`config.mk`:
```
export PLATFORM = sky130hd
export DESIGN_NAME = phy_link_mode_control_two
export DESIGN_NICKNAME = d
export VERILOG_FILES = /design/src/phy_link_mode_control_two.v /design/src/pin_sync2.v /design/src/tx_odd_nibble_ext.v
export VERILOG_INCLUDE_DIRS = /design/src
export SDC_FILE = /design/constraint.sdc
export NUM_CORES = 1
export LEC_CHECK = 0
export ABC_CLOCK_PERIOD_IN_PS = 3300
export BUFFER_PORTS_ARGS = -buffer_cell sky130_fd_sc_hd__buf_2
export CORE_UTILIZATION = 50
export CTS_BUF_LIST = sky130_fd_sc_hd__clkbuf_8
export CTS_CLUSTER_SIZE = 24
export DETAILED_ROUTE_END_ITERATION = 6
export GPL_TIMING_DRIVEN = 1
export HOLD_SLACK_MARGIN = 0.12
export PLACE_DENSITY = 0.85
export RECOVER_POWER = 100
export SLEW_MARGIN = 10
export SYNTH_ARGS = -nofsm -noshare
export SYNTH_HDL_FRONTEND = slang
export SYNTH_SLANG_ARGS = --single-unit
```
`constraint.sdc`:
```
create_clock -name i_mclk -period 3.3 [get_ports i_mclk]
set_input_delay 0.33 -clock i_mclk [delete_from_list [all_inputs] [get_ports i_mclk]]
set_output_delay 0.33 -clock i_mclk [all_outputs]
set_load 0.02 [all_outputs]
```
`src/phy_lmc2_consts.vh`:
```
// Purpose: Shared constants of the link mode control block
// Assumes: Included by bare name from every design file except the synchroniser
// Notes: Word index times four gives the Wishbone byte address
`ifndef PHY_LMC2_CONSTS_VH
`define PHY_LMC2_CONSTS_VH
// Register word indices and byte addresses
`define LMC2_CTRL1_IDX 8'h09
`define LMC2_CTRL2_IDX 8'h0A
`define LMC2_STAT_IDX 8'h10
`define LMC2_CTRL1_ADR (`LMC2_CTRL1_IDX << 2)
`define LMC2_CTRL2_ADR (`LMC2_CTRL2_IDX << 2)
`define LMC2_STAT_ADR (`LMC2_STAT_IDX << 2)
// Reset values
`define LMC2_CTRL2_RST 16'h0104
`define LMC2_CTRL1_RST 2'h0
`define LMC2_STAT_RST 2'h0
// Control register two fields
`define LMC2_B_FAR_DROP 15
`define LMC2_B_FX 14
`define LMC2_B_FAST_PD 6
`define LMC2_B_EXT_FD 5
`define LMC2_B_ENH_LED 4
`define LMC2_B_ISO 3
`define LMC2_B_RXER_IDLE 2
`define LMC2_B_ODD_DIS 1
`define LMC2_B_RMII_CLK 0
// Own control register one: auto crossover modes, at their bit places
`define LMC2_C1_FAST_MDIX 6
`define LMC2_C1_ROBUST_MDIX 5
// Status register fields
`define LMC2_S_LINK 0
`define LMC2_S_SPEED 1
`define LMC2_S_FD 2
`define LMC2_S_ISO 3
`define LMC2_S_TXDIS 4
`define LMC2_S_LED 5
`define LMC2_S_IDLE_ERR 8
`define LMC2_S_ODD 9
// Positions in the synchronised pin vector
`define LMC2_NPIN 13
`define LMC2_P_LINK 0
`define LMC2_P_SPEED 1
`define LMC2_P_PFORCE 2
`define LMC2_P_IEEE_FD 3
`define LMC2_P_ANF100 4
`define LMC2_P_TXACT 5
`define LMC2_P_RXACT 6
`define LMC2_P_SYMERR 7
`define LMC2_P_IDLE 8
`define LMC2_P_STRAP 9
`define LMC2_P_TXCLK 10
`define LMC2_P_TXEN 11
`define LMC2_P_TXER 12
// Timing
`define LMC2_CLK_MHZ 10
`define LMC2_BLINK_US 20000
`define LMC2_BLINK_CYC (`LMC2_BLINK_US * `LMC2_CLK_MHZ)
`define LMC2_STRAP_WAIT 2'h3
`endif

```
`src/phy_link_mode_control_two.v`:
```
// Notes on behaviour
// - Far-end drop bit kills transmitter on link loss at 100M
// - Fiber mode bit loads from strap, writable
// - Bit six shortens parallel detect, resets zero
// - Crossover modes force fast parallel detect bit
// - Extended duplex: forced partner resolves full duplex
// - Without extended duplex, use standard resolution
// - Enhanced LED lights only for 100TX full
// - Enhanced LED never blinks on activity
// - Isolate MII outputs in half or 10M
// - Bit two enables idle symbol error flag
// - Bit one disables odd nibble detection
// - Odd nibble end stretches enable with error
// - Bit zero picks RMII receive data reference
//
// Purpose: Link mode control register two with its steering logic
// Assumes: Classic Wishbone, 32-bit data, byte addresses; pins async
// Notes: Duplex standard resolution arrives ready on i_ieee_full_duplex
`timescale 1ns/1ps
`include "phy_lmc2_consts.vh"
module phy_link_mode_control_two #(
  parameter BLINK_CYC = `LMC2_BLINK_CYC
) (
  // Clock and reset
  input wire i_mclk,
  input wire i_rst_n,
  // Wishbone slave
  input wire i_wb_cyc,
  input wire i_wb_stb,
  input wire i_wb_we,
  input wire [7:0] i_wb_adr,
  input wire [3:0] i_wb_sel,
  input wire [31:0] i_wb_dat,
  output reg [31:0] o_wb_dat,
  output reg o_wb_ack,
  // Link state pins
  input wire i_link_up,
  input wire i_speed_100,
  input wire i_partner_forced_100tx,
  input wire i_ieee_full_duplex,
  input wire i_an_or_forced_100tx,
  input wire i_fx_strap,
  // Activity and receive pins
  input wire i_tx_activity,
  input wire i_rx_activity,
  input wire i_rx_symbol_err,
  input wire i_rx_in_idle,
  // MII transmit pins
  input wire i_tx_clk,
  input wire i_tx_en,
  input wire i_tx_er,
  // Steering outputs
  output reg o_tx_disable,
  output reg o_fx_enable,
  output reg o_fast_pd_linkup,
  output reg o_full_duplex,
  output reg o_link_led,
  output reg o_mii_isolate,
  output reg o_rx_er,
  output reg o_rmii_ref_rx_clk,
  // Transmit path out
  output wire o_tx_en,
  output wire o_tx_er
);
  wire [`LMC2_NPIN-1:0] pins_raw;
  wire [`LMC2_NPIN-1:0] s;
  reg [15:0] ctrl2_q;
  reg [15:0] ctrl2_d;
  reg [1:0] ctrl1_q;
  reg [1:0] ctrl1_d;
  reg [1:0] sticky_q;
  reg [1:0] sticky_d;
  reg [1:0] strap_cnt_q;
  reg strap_done_q;
  reg [31:0] rd_d;
  reg [31:0] blink_cnt_q;
  reg blink_q;
  reg [15:0] stat_lo;
  wire req;
  wire wr;
  wire hit_c1;
  wire hit_c2;
  wire hit_st;
  wire odd_evt;
  wire auto_fast;
  wire fd_now;
  wire link_100tx_fd;
  wire activity;
  wire idle_err;

  assign pins_raw[`LMC2_P_LINK] = i_link_up;
  assign pins_raw[`LMC2_P_SPEED] = i_speed_100;
  assign pins_raw[`LMC2_P_PFORCE] = i_partner_forced_100tx;
  assign pins_raw[`LMC2_P_IEEE_FD] = i_ieee_full_duplex;
  assign pins_raw[`LMC2_P_ANF100] = i_an_or_forced_100tx;
  assign pins_raw[`LMC2_P_TXACT] = i_tx_activity;
  assign pins_raw[`LMC2_P_RXACT] = i_rx_activity;
  assign pins_raw[`LMC2_P_SYMERR] = i_rx_symbol_err;
  assign pins_raw[`LMC2_P_IDLE] = i_rx_in_idle;
  assign pins_raw[`LMC2_P_STRAP] = i_fx_strap;
  assign pins_raw[`LMC2_P_TXCLK] = i_tx_clk;
  assign pins_raw[`LMC2_P_TXEN] = i_tx_en;
  assign pins_raw[`LMC2_P_TXER] = i_tx_er;

  pin_sync2 #(
    .WIDTH(`LMC2_NPIN)
  ) u_sync (
    .i_mclk(i_mclk),
    .i_rst_n(i_rst_n),
    .i_async(pins_raw),
    .o_sync(s)
  );

  tx_odd_nibble_ext u_tx (
    .i_mclk(i_mclk),
    .i_rst_n(i_rst_n),
    .i_tx_clk(s[`LMC2_P_TXCLK]),
    .i_tx_en(s[`LMC2_P_TXEN]),
    .i_tx_er(s[`LMC2_P_TXER]),
    .i_detect_en(~ctrl2_q[`LMC2_B_ODD_DIS]),
    .o_tx_en(o_tx_en),
    .o_tx_er(o_tx_er),
    .o_odd_evt(odd_evt)
  );

  // Bus decode; one access per handshake, ack cleared in the next cycle
  assign req = i_wb_cyc & i_wb_stb & ~o_wb_ack;
  assign wr = req & i_wb_we;
  assign hit_c1 = (i_wb_adr == `LMC2_CTRL1_ADR);
  assign hit_c2 = (i_wb_adr == `LMC2_CTRL2_ADR);
  assign hit_st = (i_wb_adr == `LMC2_STAT_ADR);

  assign auto_fast = ctrl1_q[`LMC2_C1_FAST_MDIX - `LMC2_C1_ROBUST_MDIX] |
                     ctrl1_q[0];
  assign link_100tx_fd = s[`LMC2_P_LINK] & s[`LMC2_P_SPEED] &
                         ~ctrl2_q[`LMC2_B_FX] & fd_now;
  assign activity = s[`LMC2_P_TXACT] | s[`LMC2_P_RXACT];
  assign idle_err = s[`LMC2_P_SYMERR] & s[`LMC2_P_IDLE] &
                    ctrl2_q[`LMC2_B_RXER_IDLE];

  // Duplex resolution
  assign fd_now = (ctrl2_q[`LMC2_B_EXT_FD] & s[`LMC2_P_ANF100] &
                   s[`LMC2_P_PFORCE] & s[`LMC2_P_SPEED]) |
                  s[`LMC2_P_IEEE_FD];

  // Control register two next value
  always @* begin
    ctrl2_d = ctrl2_q;
    if (wr && hit_c2) begin
      if (i_wb_sel[0]) begin
        ctrl2_d[7:0] = i_wb_dat[7:0];
      end
      if (i_wb_sel[1]) begin
        ctrl2_d[15:8] = i_wb_dat[15:8];
      end
    end
    // Strap value lands once the synchroniser has settled
    if (!strap_done_q && strap_cnt_q == `LMC2_STRAP_WAIT) begin
      ctrl2_d[`LMC2_B_FX] = s[`LMC2_P_STRAP];
    end
    // Hardware set beats a software clear in the same cycle
    if (auto_fast) begin
      ctrl2_d[`LMC2_B_FAST_PD] = 1'b1;
    end
  end

  always @* begin
    ctrl1_d = ctrl1_q;
    if (wr && hit_c1 && i_wb_sel[0]) begin
      ctrl1_d = i_wb_dat[`LMC2_C1_FAST_MDIX:`LMC2_C1_ROBUST_MDIX];
    end
  end

  // Sticky status, write one to clear, new event wins
  always @* begin
    sticky_d = sticky_q;
    if (wr && hit_st && i_wb_sel[1]) begin
      sticky_d = sticky_q & ~i_wb_dat[`LMC2_S_ODD:`LMC2_S_IDLE_ERR];
    end
    if (idle_err) begin
      sticky_d[0] = 1'b1;
    end
    if (odd_evt) begin
      sticky_d[1] = 1'b1;
    end
  end

  always @* begin
    stat_lo = 16'h0000;
    stat_lo[`LMC2_S_LINK] = s[`LMC2_P_LINK];
    stat_lo[`LMC2_S_SPEED] = s[`LMC2_P_SPEED];
    stat_lo[`LMC2_S_FD] = o_full_duplex;
    stat_lo[`LMC2_S_ISO] = o_mii_isolate;
    stat_lo[`LMC2_S_TXDIS] = o_tx_disable;
    stat_lo[`LMC2_S_LED] = o_link_led;
    stat_lo[`LMC2_S_ODD:`LMC2_S_IDLE_ERR] = sticky_q;
  end

  // Read mux; unmapped addresses read zero and still acknowledge
  always @* begin
    rd_d = 32'h0000_0000;
    if (hit_c2) begin
      rd_d[15:0] = ctrl2_q;
    end else if (hit_c1) begin
      rd_d[`LMC2_C1_FAST_MDIX:`LMC2_C1_ROBUST_MDIX] = ctrl1_q;
    end else if (hit_st) begin
      rd_d[15:0] = stat_lo;
    end
  end

  always @(posedge i_mclk) begin
    if (!i_rst_n) begin
      o_wb_ack <= 1'b0;
      o_wb_dat <= 32'h0000_0000;
    end else begin
      o_wb_ack <= req;
      if (req && !i_wb_we) begin
        o_wb_dat <= rd_d;
      end
    end
  end

  // Registers; bit 14 is cleared in reset until the strap is taken
  always @(posedge i_mclk) begin
    if (!i_rst_n) begin
      ctrl2_q <= `LMC2_CTRL2_RST;
      ctrl1_q <= `LMC2_CTRL1_RST;
      sticky_q <= `LMC2_STAT_RST;
      strap_cnt_q <= 2'h0;
      strap_done_q <= 1'b0;
    end else begin
      ctrl2_q <= ctrl2_d;
      ctrl1_q <= ctrl1_d;
      sticky_q <= sticky_d;
      if (!strap_done_q) begin
        if (strap_cnt_q == `LMC2_STRAP_WAIT) begin
          strap_done_q <= 1'b1;
        end else begin
          strap_cnt_q <= strap_cnt_q + 2'h1;
        end
      end
    end
  end

  // Activity blink: LED dark for one half period while traffic runs
  always @(posedge i_mclk) begin
    if (!i_rst_n) begin
      blink_cnt_q <= 32'h0000_0000;
      blink_q <= 1'b0;
    end else if (!activity) begin
      blink_cnt_q <= 32'h0000_0000;
      blink_q <= 1'b0;
    end else if (blink_cnt_q >= BLINK_CYC - 1) begin
      blink_cnt_q <= 32'h0000_0000;
      blink_q <= ~blink_q;
    end else begin
      blink_cnt_q <= blink_cnt_q + 32'h0000_0001;
    end
  end

  // Steering outputs, all registered
  always @(posedge i_mclk) begin
    if (!i_rst_n) begin
      o_tx_disable <= 1'b0;
      o_fx_enable <= 1'b0;
      o_fast_pd_linkup <= 1'b0;
      o_full_duplex <= 1'b0;
      o_link_led <= 1'b0;
      o_mii_isolate <= 1'b0;
      o_rx_er <= 1'b0;
      o_rmii_ref_rx_clk <= 1'b0;
    end else begin
      o_tx_disable <= ctrl2_q[`LMC2_B_FAR_DROP] & s[`LMC2_P_SPEED] &
                      ~s[`LMC2_P_LINK];
      o_fx_enable <= ctrl2_q[`LMC2_B_FX];
      o_fast_pd_linkup <= ctrl2_q[`LMC2_B_FAST_PD];
      o_full_duplex <= s[`LMC2_P_LINK] & fd_now;
      if (ctrl2_q[`LMC2_B_ENH_LED]) begin
        o_link_led <= link_100tx_fd;
      end else begin
        o_link_led <= s[`LMC2_P_LINK] & ~blink_q;
      end
      o_mii_isolate <= ctrl2_q[`LMC2_B_ISO] & s[`LMC2_P_LINK] &
                       (~s[`LMC2_P_SPEED] | ~fd_now);
      // Symbol errors outside idle always flag; idle ones only if enabled
      o_rx_er <= (s[`LMC2_P_SYMERR] & ~s[`LMC2_P_IDLE]) | idle_err;
      o_rmii_ref_rx_clk <= ctrl2_q[`LMC2_B_RMII_CLK];
    end
  end
endmodule

```
`src/pin_sync2.v`:
```
// Purpose: Two flip-flop synchroniser for a vector of pins
// Assumes: Bits are independent levels
// Notes: First stage feeds only the second stage
`timescale 1ns/1ps
module pin_sync2 #(
  parameter WIDTH = 13
) (
  // Clock and reset
  input wire i_mclk,
  input wire i_rst_n,
  // Pins in, synchronised out
  input wire [WIDTH-1:0] i_async,
  output wire [WIDTH-1:0] o_sync
);
  genvar g;
  generate
    for (g = 0; g < WIDTH; g = g + 1) begin : g_bit
      reg meta_q;
      reg sync_q;
      always @(posedge i_mclk) begin
        if (!i_rst_n) begin
          meta_q <= 1'b0;
          sync_q <= 1'b0;
        end else begin
          meta_q <= i_async[g];
          sync_q <= meta_q;
        end
      end
      assign o_sync[g] = sync_q;
    end
  endgenerate
endmodule

```
`src/tx_odd_nibble_ext.v`:
```
// Purpose: Transmit enable path with odd-nibble frame end detection
// Assumes: Inputs already synchronised; TX_CLK far slower than i_mclk
// Notes: Outputs move one master clock after each TX_CLK rising edge
`timescale 1ns/1ps
`include "phy_lmc2_consts.vh"
module tx_odd_nibble_ext (
  // Clock and reset
  input wire i_mclk,
  input wire i_rst_n,
  // Synchronised transmit pins
  input wire i_tx_clk,
  input wire i_tx_en,
  input wire i_tx_er,
  // Control
  input wire i_detect_en,
  // Transmit out and event
  output reg o_tx_en,
  output reg o_tx_er,
  output reg o_odd_evt
);
  reg clk_q;
  reg en_q;
  reg parity_q;
  wire rise;
  assign rise = i_tx_clk & ~clk_q;
  always @(posedge i_mclk) begin
    if (!i_rst_n) begin
      clk_q <= 1'b0;
      en_q <= 1'b0;
      parity_q <= 1'b0;
      o_tx_en <= 1'b0;
      o_tx_er <= 1'b0;
      o_odd_evt <= 1'b0;
    end else begin
      clk_q <= i_tx_clk;
      o_odd_evt <= 1'b0;
      if (rise) begin
        en_q <= i_tx_en;
        // Parity of nibbles sent so far in this frame
        parity_q <= i_tx_en ? ~parity_q : 1'b0;
        if (en_q && !i_tx_en && parity_q && i_detect_en) begin
          o_tx_en <= 1'b1;
          o_tx_er <= 1'b1;
          o_odd_evt <= 1'b1;
        end else begin
          o_tx_en <= i_tx_en;
          o_tx_er <= i_tx_er;
        end
      end
    end
  end
endmodule

```
==> impl_metrics.yaml, run 1 <==
placement:
  placed_area_mm2: 0.00451
  routabilityCongestion: 0.802
  portBuffers: 70
  hpwl_mm: 5.91
  dp_slack_ns: 1.09
final_layout:
  layout-drive-gt1-share: 0.148
  diodes: 0
  syn2layout_area_growth_pct: 20.7
  seqCellArea_mm2: 0.00226
  stdcell_area_mm2: 0.00500
  multi_input_area_mm2: 0.00172
  nets: 585
  num-fill-cells: 669
yosys:
  synth_seq_area_share: 0.546
  synth_edf_count: 0
  synthesis.area_mm2: 0.00415
  synthesis.instances: 424
  synth.avg_cell_area_um2: 9.78
  ys_warn_count: 0
  ys_top_cells_by_count: "dfxtp_1 (113), nor2_1 (41), and2_1 (31)"
  synthTopCellsByArea: "dfxtp_1 (55%), and2_1 (4.7%), nor2_1 (3.7%), nand3_1 (3.4%), a21oi_1 (3.3%)"
  async_flop_share: 0
  ys.flop_type: "dfxtp_1"
  yosysMostFrequentCell: "dfxtp_1"
  synth.distinct_cells: 50
  yosys.area.top_type: "dfxtp_1"
  synth_seq_cells: 113
  yosysTopAreaCellShare: 0.546
worst_setup_path:
  critPathMaxFanout: 15
  r2r-end: "o_wb_dat[4]"
  rr_startpoint: "o_wb_ack"
  crit_chain: "clkbuf_1, or4_1, nor4_2, a222oi_1, nor2_1"
  worstPathArrival_ns: 2.79
  r2r_cells: 5
  cp.required_ns: 3.65
  start_kind: "input pin"
  cp_slowest_cell: "nor4_2"
  r2r_slack_ns: 1.01
  crit_family: "simple AND/OR/NAND/NOR gates"
  endpoint_kind: "flop"
  path_class: "in -> reg"
  worst-path-buf-inv: 1
  max_stage_delay_ns: 1.29
cts:
  clock_latency_ns: 0.41
  clkTransAtPathRegs_ns: 0.07
  clock_path_buffers: 2
  clkSinkCount: 113
  cts_tree: "yes"
  htreeDepth: 4
  cts_inserted_buffers: 17
  cts_root_buf: "clkbuf_8"
sta:
  final.setup.tns_ns: 0
  slew_violations: 1
  setup_viol: 0
  hold_violations: 0
  rsz0062_at_grt: "no"
  finalWorstSetupSlack_ns: 0.858
  fmaxAchievable_mhz: 409
  fin_crit_ns: 2.44
  tightest_slew_ns: 1.49
  fin_skew_ns: 0.00853
  relSlewSlack: -0.00253
  finalCritPeriodShare: 0.740
routing:
  drtPass1Iterations: 5
  finalWirelength_mm: 8.92
  antenna_left: 0
  drcViolationCount: 0
  routedWlPerCell_um: 14.0
  vias_per_cell: 5.34
  first_iter_violations: 371
  via_count: 3396
status:
  status: "complete, but fails checks"
  violations: "max-capacitance violations, max-slew violations"
floorplanning:
  io_pins: 105
  rows: 32
  die_y_um: 93.1
  dieArea_mm2: 0.00866
  fp.dieW_um: 93.1
  start_util: 0.526
  coreArea_mm2: 0.00789
pwr:
  p_clk_frac: 0.456
  powerDensity_mw_per_mm2: 585
  seqPwrFrac: 0.489
  internal_power_mw: 2.26
  switching_share: 0.227
  vdd_drop_max_v: 0.000329
  combinationalPowerShare: 0.055
  leakage_nw: 1.88
  p_sw_uw: 666
grt:
  grt_max_degree: 36
  grtUsageTotal: 0.214
  antenna_found_initial: 0
  grt_pass1_wl_mm: 14.2
  grt_pass1_vias: 3129
  overflow: 0
flow_run:
  max_cap_viol_count: 1
worst_hold_path:
  min_path_cells: 2
  hp-class: "in -> reg"
  worstHoldEndpoint: "u_sync.g_bit[11].meta_q"
  min_from: "i_tx_en"
power by group through the flow:
stage               sequential (mW)  combinational, mW  clock (mW)
floorplan                      1.46              0.109           0
global placement               1.46              0.142           0
detailed placement             1.46              0.149           0
CTS                            1.43              0.163        1.36
global route                   1.44              0.180        1.43
finish                         1.43              0.161        1.34
final cells by class:
class / count / area share
Tap cell: 102 / 0.0255
Clock buffer: 19 / 0.0523
Clock inverter: 13 / 0.0320
Multi-Input combinational cell: 299 / 0.344
Timing Repair Buffer: 86 / 0.0917
Inverter: 4 / 0.00300
Sequential cell: 113 / 0.452
stage by stage:
| stage | utilization | power (mW) | std cells | hold slack [ns] |
|---|---|---|---|---|
| after floorplan | - | 1.57 | 453 | 0.412 |
| after global placement | 0.572 | 1.60 | 591 | 0.417 |
| after detailed placement | 0.572 | 1.61 | 591 | 0.417 |
| after CTS | 0.642 | 2.95 | 636 | 0.122 |
| after global routing | 0.635 | 3.05 | 636 | 0.130 |
| final | 0.635 | 2.93 | 636 | 0.136 |
state kept, by name (all words and copies together), names as in the netlist, 2 cells and up:
register and count:
ctrl1_q 2, o_wb_dat 16, sticky_q 2, strap_cnt_q 2, blink_cnt_q 32, u_sync.g_bit.meta_q 13, ctrl2_q 16, u_sync.g_bit.sync_q 13
per-layer routing:
| metal | vias up | part of all wire | track usage |
|---|---|---|---|
| li1 | 1653 | - | - |
| met1 | 1552 | 0.42 | 0.264 |
| met2 | 165 | 0.48 | 0.344 |
| met3 | 26 | 0.077 | 0.0480 |
| met4 | 0 | 0.024 | 0.119 |
| met5 | - | 0 | 0 |
kinds of logic (layout without fill, tap and decap cells):
| logic type | Yosys count | count (layout) | share of synthesized area |
|---|---|---|---|
| and+or+nand+nor | 170 | 170 | 0.234 |
| DFF | 113 | 113 | 0.546 |
| AOI/OAI and AO/OA | 83 | 83 | 0.121 |
| buffers and inverters | 41 | 122 | 0.0628 |
| xor gates and xnor gates | 12 | 12 | 0.0254 |
| adders and majority gates | 2 | 2 | 0.00604 |
| muxes | 2 | 2 | 0.00483 |
| other | 1 | 30 | 0.000905 |
placed cells by master (no fill, tap or decap), types with 5 or more instances in the layout:
master           n
buf_2           41
and2_0          12
nand3_1         28
a222oi_1         7
o21ai_0         21
nor2_1          41
conb_1          30
o21ai_1          9
nor4_1           9
clkbuf_8        19
clkbuf_1        31
or3_1            7
inv_1            5
dlygate4sd3_1   13
nand2_1         13
a21oi_1         27
xnor2_1         11
and2_1          19
and3_1           7
a22oi_1          7
dfxtp_1        113
worst max path at each step:
stage                           end      startpoint  depth (start not counted)  slack (ns)
finish                  o_wb_dat[4]     i_wb_adr[1]                          5        0.86
global route           o_wb_dat[10]     i_wb_adr[1]                          5        0.81
CTS                 blink_cnt_q[14]  blink_cnt_q[0]                          5        1.44
detailed placement      o_wb_dat[4]     i_wb_adr[1]                          5        1.09
global placement        o_wb_dat[4]     i_wb_adr[1]                          5        1.09
floorplan                ctrl2_q[8]     i_wb_adr[1]                          7        1.37
what timing repair did:
item,4_1_cts,5_1_grt
endpoints found under the hold margin,13,0
setup buffers,0,0
setup endpoints to repair,0,0
gates resized for setup,0,0
hold buffers,13,0
No activity file was read; power rests on OpenSTA's default activity.
==> inputs of run 2 (changes only) <==
--- a/config.mk
+++ b/config.mk
@@ -6,7 +6,8 @@
 export SDC_FILE = /design/constraint.sdc
 export NUM_CORES = 1
 export LEC_CHECK = 0
-export ABC_CLOCK_PERIOD_IN_PS = 3300
+export ABC_AREA = 1
+export ABC_CLOCK_PERIOD_IN_PS = 2160
 export BUFFER_PORTS_ARGS = -buffer_cell sky130_fd_sc_hd__buf_2
 export CORE_UTILIZATION = 50
 export CTS_BUF_LIST = sky130_fd_sc_hd__clkbuf_8
@@ -14,7 +15,7 @@
 export DETAILED_ROUTE_END_ITERATION = 6
 export GPL_TIMING_DRIVEN = 1
 export HOLD_SLACK_MARGIN = 0.12
-export PLACE_DENSITY = 0.85
+export PLACE_DENSITY = 0.87
 export RECOVER_POWER = 100
 export SLEW_MARGIN = 10
 export SYNTH_ARGS = -nofsm -noshare
==> constraint.sdc (replaced) <==
create_clock -name i_mclk -period 2.16 [get_ports i_mclk]
set_input_delay 0.216 -clock i_mclk [delete_from_list [all_inputs] [get_ports i_mclk]]
set_output_delay 0.216 -clock i_mclk [all_outputs]
set_load 0.02 [all_outputs]
==> run 2 against run 1 <==
The run now ends clean. Critical path depth rose by 7. Wire length rose by 10%. Worst setup slack got worse by 0.79 ns. Die area rose by 3.3%. Critical endpoint is now o_wb_dat[14]. Highest routed layer unchanged. Largest power group unchanged.
==> impl_metrics.yaml, run 2 <==
status:
  status: "finished, final reports clean"
cts:
  cts_tree: "yes"
  cts_inserted_buffers: 17
  clkTransAtPathRegs_ns: 0.07
  htreeDepth: 4
  clkSinkCount: 113
  clock_latency_ns: 0.43
  cts_root_buf: "clkbuf_8"
  clock_path_buffers: 2
yosys:
  synthesis.area_mm2: 0.00429
  synthTopCellsByArea: "dfxtp_1 (53%), nand2_1 (8.7%), nor2_1 (6.8%), inv_1 (6.1%), buf_4 (2.8%)"
  synth_edf_count: 0
  synth.distinct_cells: 34
  yosysMostFrequentCell: "dfxtp_1"
  ys_top_cells_by_count: "dfxtp_1 (113), nand2_1 (99), nor2_1 (78)"
  yosys.area.top_type: "dfxtp_1"
  synthesis.instances: 528
  synth_seq_area_share: 0.528
  async_flop_share: 0
  ys_warn_count: 0
  ys.flop_type: "dfxtp_1"
  synth_seq_cells: 113
  yosysTopAreaCellShare: 0.528
  synth.avg_cell_area_um2: 8.12
worst_hold_path:
  hp-class: "in -> reg"
pwr:
  seqPwrFrac: 0.495
  vdd_drop_max_v: 0.000495
  powerDensity_mw_per_mm2: 815
  combinationalPowerShare: 0.064
  leakage_nw: 2.44
  p_clk_frac: 0.441
  p_sw_mw: 1.00
  power_mw: 4.40
  internal_power_mw: 3.40
  switching_share: 0.228
floorplanning:
  fp.dieW_um: 94.6
  die_y_um: 94.6
  io_pins: 105
  coreArea_mm2: 0.00826
  rows: 33
  start_util: 0.519
  dieArea_mm2: 0.00895
grt:
  grt_pass1_wl_mm: 15.0
  grtUsageTotal: 0.220
  grt_pass1_vias: 3543
  antenna_found_initial: 0
  grt_max_degree: 36
  overflow: 0
worst_setup_path:
  worstPathArrival_ns: 2.39
  rr_startpoint: "o_wb_ack"
  endpoint_kind: "flop"
  path_class: "in -> reg"
  critPathMaxFanout: 8
  r2r_slack_ns: 0.21
  cp.required_ns: 2.46
  crit_path_end: "o_wb_dat[14]"
  start_kind: "input pin"
  r2r-end: "o_wb_dat[14]"
  r2r_cells: 9
  critPathLaunch: "i_wb_stb"
final_layout:
  largest_reg_flops: 32
  final_common_cell: "dfxtp_1"
  largestRegisters: "blink_cnt_q (32), ctrl2_q (16), o_wb_dat (16)"
  diodes: 0
  layout_common_cells: "dfxtp_1 (113), nand2_1 (100), nor2_1 (80), inv_1 (70), buf_2 (42)"
  layout-drive-gt1-share: 0.153
  regMostFlops: "blink_cnt_q"
  syn2layout_area_growth_pct: 25.9
  stdcell_count: 771
  nets: 718
placement:
  portBuffers: 70
  routabilityCongestion: 0.871
  hpwl_mm: 5.98
  place_inst: 705
sta:
  relSlewSlack: 0.410
  slew_violations: 0
  hold_violations: 0
  finalCritPeriodShare: 0.971
  tightest_slew_ns: 0.885
  fmaxAchievable_mhz: 477
  setup_viol: 0
  fin_skew_ns: 0.0144
  fin_crit_ns: 2.10
routing:
  first_iter_violations: 291
  via_count: 3823
  drcViolationCount: 0
  finalWirelength_mm: 9.82
  drtPass1Iterations: 5
  antenna_left: 0
  vias_per_cell: 4.96
  routedWlPerCell_um: 12.7
flow_run:
  max_cap_viol_count: 0
## run 2: cell count changes after synthesis, sizes merged, moves of 31 or more
| cell | before | now |
|---|---|---|
| nand2 | 13 | 104 |
| inv | 4 | 73 |
| nor2 | 41 | 87 |
| and2 | 31 | 0 |
## run 2: cell type report
cell class,count,area [um2]
fill,633,2860
timing repair inverter,2,12.5
timing repair buffer,105,669
inverter,73,283
multi-input combinational,342,1640
tap,105,131
clock buffer,21,289
clock inverter,10,109
sequential,113,2260
## run 2: power groups by stage
stage                     combinational [mW]  sequential [mW]  clock, mW
final                                  0.282             2.18       1.94
after global routing                   0.317             2.18       2.06
after CTS                              0.269             2.18       1.97
after detailed placement               0.226             2.22          0
after global placement                 0.213             2.22          0
after floorplan                        0.167             2.22          0
## run 2: cells by family after synthesis
| family | after synthesis | share of synthesized area |
|---|---|---|
| AND/OR/NAND/NOR | 243 | 0.264 |
| flip-flops | 113 | 0.528 |
| buffers and inverters | 102 | 0.108 |
| AO/OA/AOI/OAI | 55 | 0.0692 |
| XOR/XNOR | 12 | 0.0245 |
| adder cells (fa/ha/maj) | 2 | 0.00584 |
| other | 1 | 0.000875 |
## run 2: through the flow
stage	cell area [um2]	setup TNS, ns	worst slack, ns	hold WS (ns)	utilization
2_1_floorplan	4400	0	0.775	0.314	-
3_3_place_gp	4700	0	0.664	0.392	0.570
3_5_place_dp	4700	0	0.603	0.396	0.570
4_1_cts	5400	0	0.0150	0.138	0.654
5_1_grt	5400	-0.0191	-0.0191	0.183	0.654
6_report	5400	0	0.0632	0.161	0.654
## run 2: worst max-delay path: stages
cell and delay (ns):
dlygate4sd3_1 0.54, buf_2 0.11, nand2_1 0.05, nor2_2 0.09, dlygate4sd3_1 0.55, inv_1 0.05, nor2_1 0.12, buf_6 0.17
buf_12 0.11, clkinvlp_4 0.15, nand3_1 0.11, o21ai_0 0.12
## run 2: what timing repair did
| item | in CTS | in global routing |
|---|---|---|
| buffers inserted | 0 | 3 |
| gates resized for setup | 0 | 6 |
| hold buffers | 30 | 0 |
| hold endpoints to repair | 31 | 0 |
| setup endpoints to repair | 0 | 15 |
## run 2: worst min path at each step
stage | startpoint | endpoint | slack, ns | cells past startpoint
after floorplan | i_link_up | u_sync.g_bit[0].meta_q | 0.31 | 2
after CTS | i_wb_dat[14] | ctrl2_q[14] | 0.14 | 5
after detailed placement | u_sync.g_bit[11].meta_q | u_sync.g_bit[11].sync_q | 0.40 | 2
after global routing | i_wb_dat[14] | ctrl2_q[14] | 0.18 | 5
final | i_wb_dat[14] | ctrl2_q[14] | 0.16 | 5
after global placement | u_sync.g_bit[10].meta_q | u_sync.g_bit[10].sync_q | 0.39 | 2
## run 2: layer usage
| layer | track usage | routed length (um) | share of wire | vias up |
|---|---|---|---|---|
| li1 | - | - | - | 1860 |
| met1 | 0.236 | 3790 | 0.39 | 1720 |
| met2 | 0.380 | 4890 | 0.50 | 198 |
| met3 | 0.0628 | 747 | 0.076 | 45 |
| met4 | 0.141 | 391 | 0.040 | 0 |
| met5 | 0 | 0 | 0 | - |
==> inputs of run 3 (changes only) <==
--- a/config.mk
+++ b/config.mk
@@ -6,12 +6,11 @@
 export SDC_FILE = /design/constraint.sdc
 export NUM_CORES = 1
 export LEC_CHECK = 0
-export ABC_AREA = 1
+export ABC_AREA = 0
 export ABC_CLOCK_PERIOD_IN_PS = 2160
 export BUFFER_PORTS_ARGS = -buffer_cell sky130_fd_sc_hd__buf_2
-export CORE_UTILIZATION = 50
+export CORE_UTILIZATION = 49
 export CTS_BUF_LIST = sky130_fd_sc_hd__clkbuf_8
-export CTS_CLUSTER_SIZE = 24
 export DETAILED_ROUTE_END_ITERATION = 6
 export GPL_TIMING_DRIVEN = 1
 export HOLD_SLACK_MARGIN = 0.12
==> run 3 against run 2 <==
Clock-buffer cell count shrank 3. Hold slack better by 0.011 ns. Global-route usage rose by 1.8 points. Clock skew is 0.0054 ns lower. Sequential power hardly changed. Flip-flop and latch count unchanged.
==> impl_metrics.yaml, run 3 (synthesis results as in run 1) <==
status:
  status: "finished, final reports clean"
cts:
  cts_inserted_buffers: 17
  cts_resized: 0
  clkSinkCount: 113
  cts_tree: "yes"
  htreeDepth: 4
  clock_latency_ns: 0.43
  cts_root_buf: "clkbuf_8"
  cts_hold_buf: 29
  post_cts_buffers: 0
  clock_path_buffers: 2
  clkTransAtPathRegs_ns: 0.07
sta:
  fin_crit_ns: 1.96
  final.setup.tns_ns: 0
  finalCritPeriodShare: 0.909
  setup_viol: 0
  rsz0062_at_grt: "no"
  slew_violations: 0
  fmaxAchievable_mhz: 509
  hold_violations: 0
  fin_skew_ns: 0.00900
  relSlewSlack: 0.391
  tightest_slew_ns: 0.914
  hold_ws_ns: 0.171
final_layout:
  stdcell_area_mm2: 0.00516
  largest_reg_flops: 32
  regMostFlops: "blink_cnt_q"
  syn2layout_area_growth_pct: 24.5
  diodes: 0
  largestRegisters: "blink_cnt_q (32), ctrl2_q (16), o_wb_dat (16)"
  nets: 605
  layout_common_cells: "dfxtp_1 (113), nor2_1 (41), buf_2 (41), clkbuf_1 (33), conb_1 (30)"
  num-fill-cells: 636
  layout-drive-gt1-share: 0.141
  final_common_cell: "dfxtp_1"
placement:
  hpwl_mm: 6.26
  portBuffers: 70
  placed_area_mm2: 0.00454
  routabilityCongestion: 0.834
pwr:
  leakage_nw: 1.94
  vdd_drop_max_v: 0.000603
  power_mw: 4.45
  powerDensity_mw_per_mm2: 863
worst_setup_path:
  crit_chain: "clkbuf_1, or4_4, nor3_2, clkbuf_1, nand3_1, a21oi_1"
  critPathMostFrequentCell: "clkbuf_1"
  start_kind: "input pin"
  path_class: "in -> reg"
  cp.required_ns: 2.51
  critPathMaxFanout: 12
  worst-path-buf-inv: 2
  cp_slowest_cell: "nor3_2"
  max_stage_delay_ns: 0.75
  crit_family: "simple AND/OR/NAND/NOR gates"
  endpoint_kind: "flop"
  worstPathArrival_ns: 2.31
floorplanning:
  rows: 33
  coreArea_mm2: 0.00822
  dieArea_mm2: 0.00883
  start_util: 0.504
  io_pins: 105
  die_y_um: 94.0
  fp.dieW_um: 94.0
flow_run:
  max_cap_viol_count: 0
grt:
  grtUsageTotal: 0.239
  grt_pass1_vias: 3386
  antenna_found_initial: 0
  grt_pass1_wl_mm: 15.8
  overflow: 0
  grt_max_degree: 23
routing:
  routedWlPerCell_um: 15.6
  finalWirelength_mm: 10.3
  antenna_left: 0
  vias_per_cell: 5.50
  route.met3.wl_um: 746
  first_iter_violations: 325
  drtPass1Iterations: 5
  wl_met2_mm: 5.10
  via_count: 3614
  routed.top_layer: "met4"
  met1Wirelength_mm: 4.05
  drcViolationCount: 0
worst_hold_path:
  hp-class: "in -> reg"
## run 3: cell count changes in the layout (fill, tap and decap cells not counted), moves of 8 or more
| cell | before | now |
|---|---|---|
| nor3_1 | 10 | 2 |
| o21ai_1 | 0 | 9 |
| inv_1 | 70 | 6 |
| xor2_1 | 10 | 1 |
| a21oi_1 | 19 | 27 |
| nand2_1 | 100 | 13 |
| and2_0 | 0 | 12 |
| nor2_1 | 80 | 41 |
| and2_1 | 0 | 19 |
| xnor2_1 | 2 | 11 |
| nand3_1 | 20 | 28 |
## run 3: worst reg2reg max path, cell delays in order, from the launching register on
cell	delay, ns
dfxtp_1	0.33
ha_1	0.25
nand2_1	0.18
o21ai_0	0.18
a2111o_1	0.68
a21oi_1	0.21
## run 3: final cells by class
cell class	instances	area [um2]	area share
Tap cell	105	131	0.0254
Multi-Input combinational cell	299	1720	0.333
Timing Repair Buffer	106	639	0.124
Clock inverter	12	145	0.0281
Clock buffer	18	248	0.0480
Sequential cell	113	2260	0.438
Inverter	4	15.0	0.00291
## run 3: power by group
| group | switching, mW | internal [mW] |
|---|---|---|
| logic | 0.157 | 0.123 |
| registers | 0.0384 | 2.15 |
| clock network | 0.838 | 1.14 |
## run 3: final timing paths
check,start,endpoint,slack [ns],cells after the start
max,i_wb_adr[1],ctrl2_q[7],0.20,6
min,i_wb_we,o_wb_dat[6],0.17,3
max reg2reg,blink_cnt_q[0],blink_cnt_q[17],0.27,5
min reg2reg,u_sync.g_bit[4].meta_q,u_sync.g_bit[4].sync_q,0.44,1
## run 3: metrics by stage
stage | worst slack, ns | instances | utilization
6_report | 0.197 | 657 | 0.628
5_1_grt | 0.0667 | 657 | 0.628
4_1_cts | 0.272 | 657 | 0.636
3_5_place_dp | 0.185 | 598 | 0.553
3_3_place_gp | 0.268 | 598 | 0.553
2_1_floorplan | 0.339 | 453 | -
## run 3: metal layers
layer | global-route usage | vias up
met5 | 0 | -
met3 | 0.0655 | 40
met4 | 0.129 | 0
met1 | 0.280 | 1691
met2 | 0.395 | 195
li1 | - | 1688
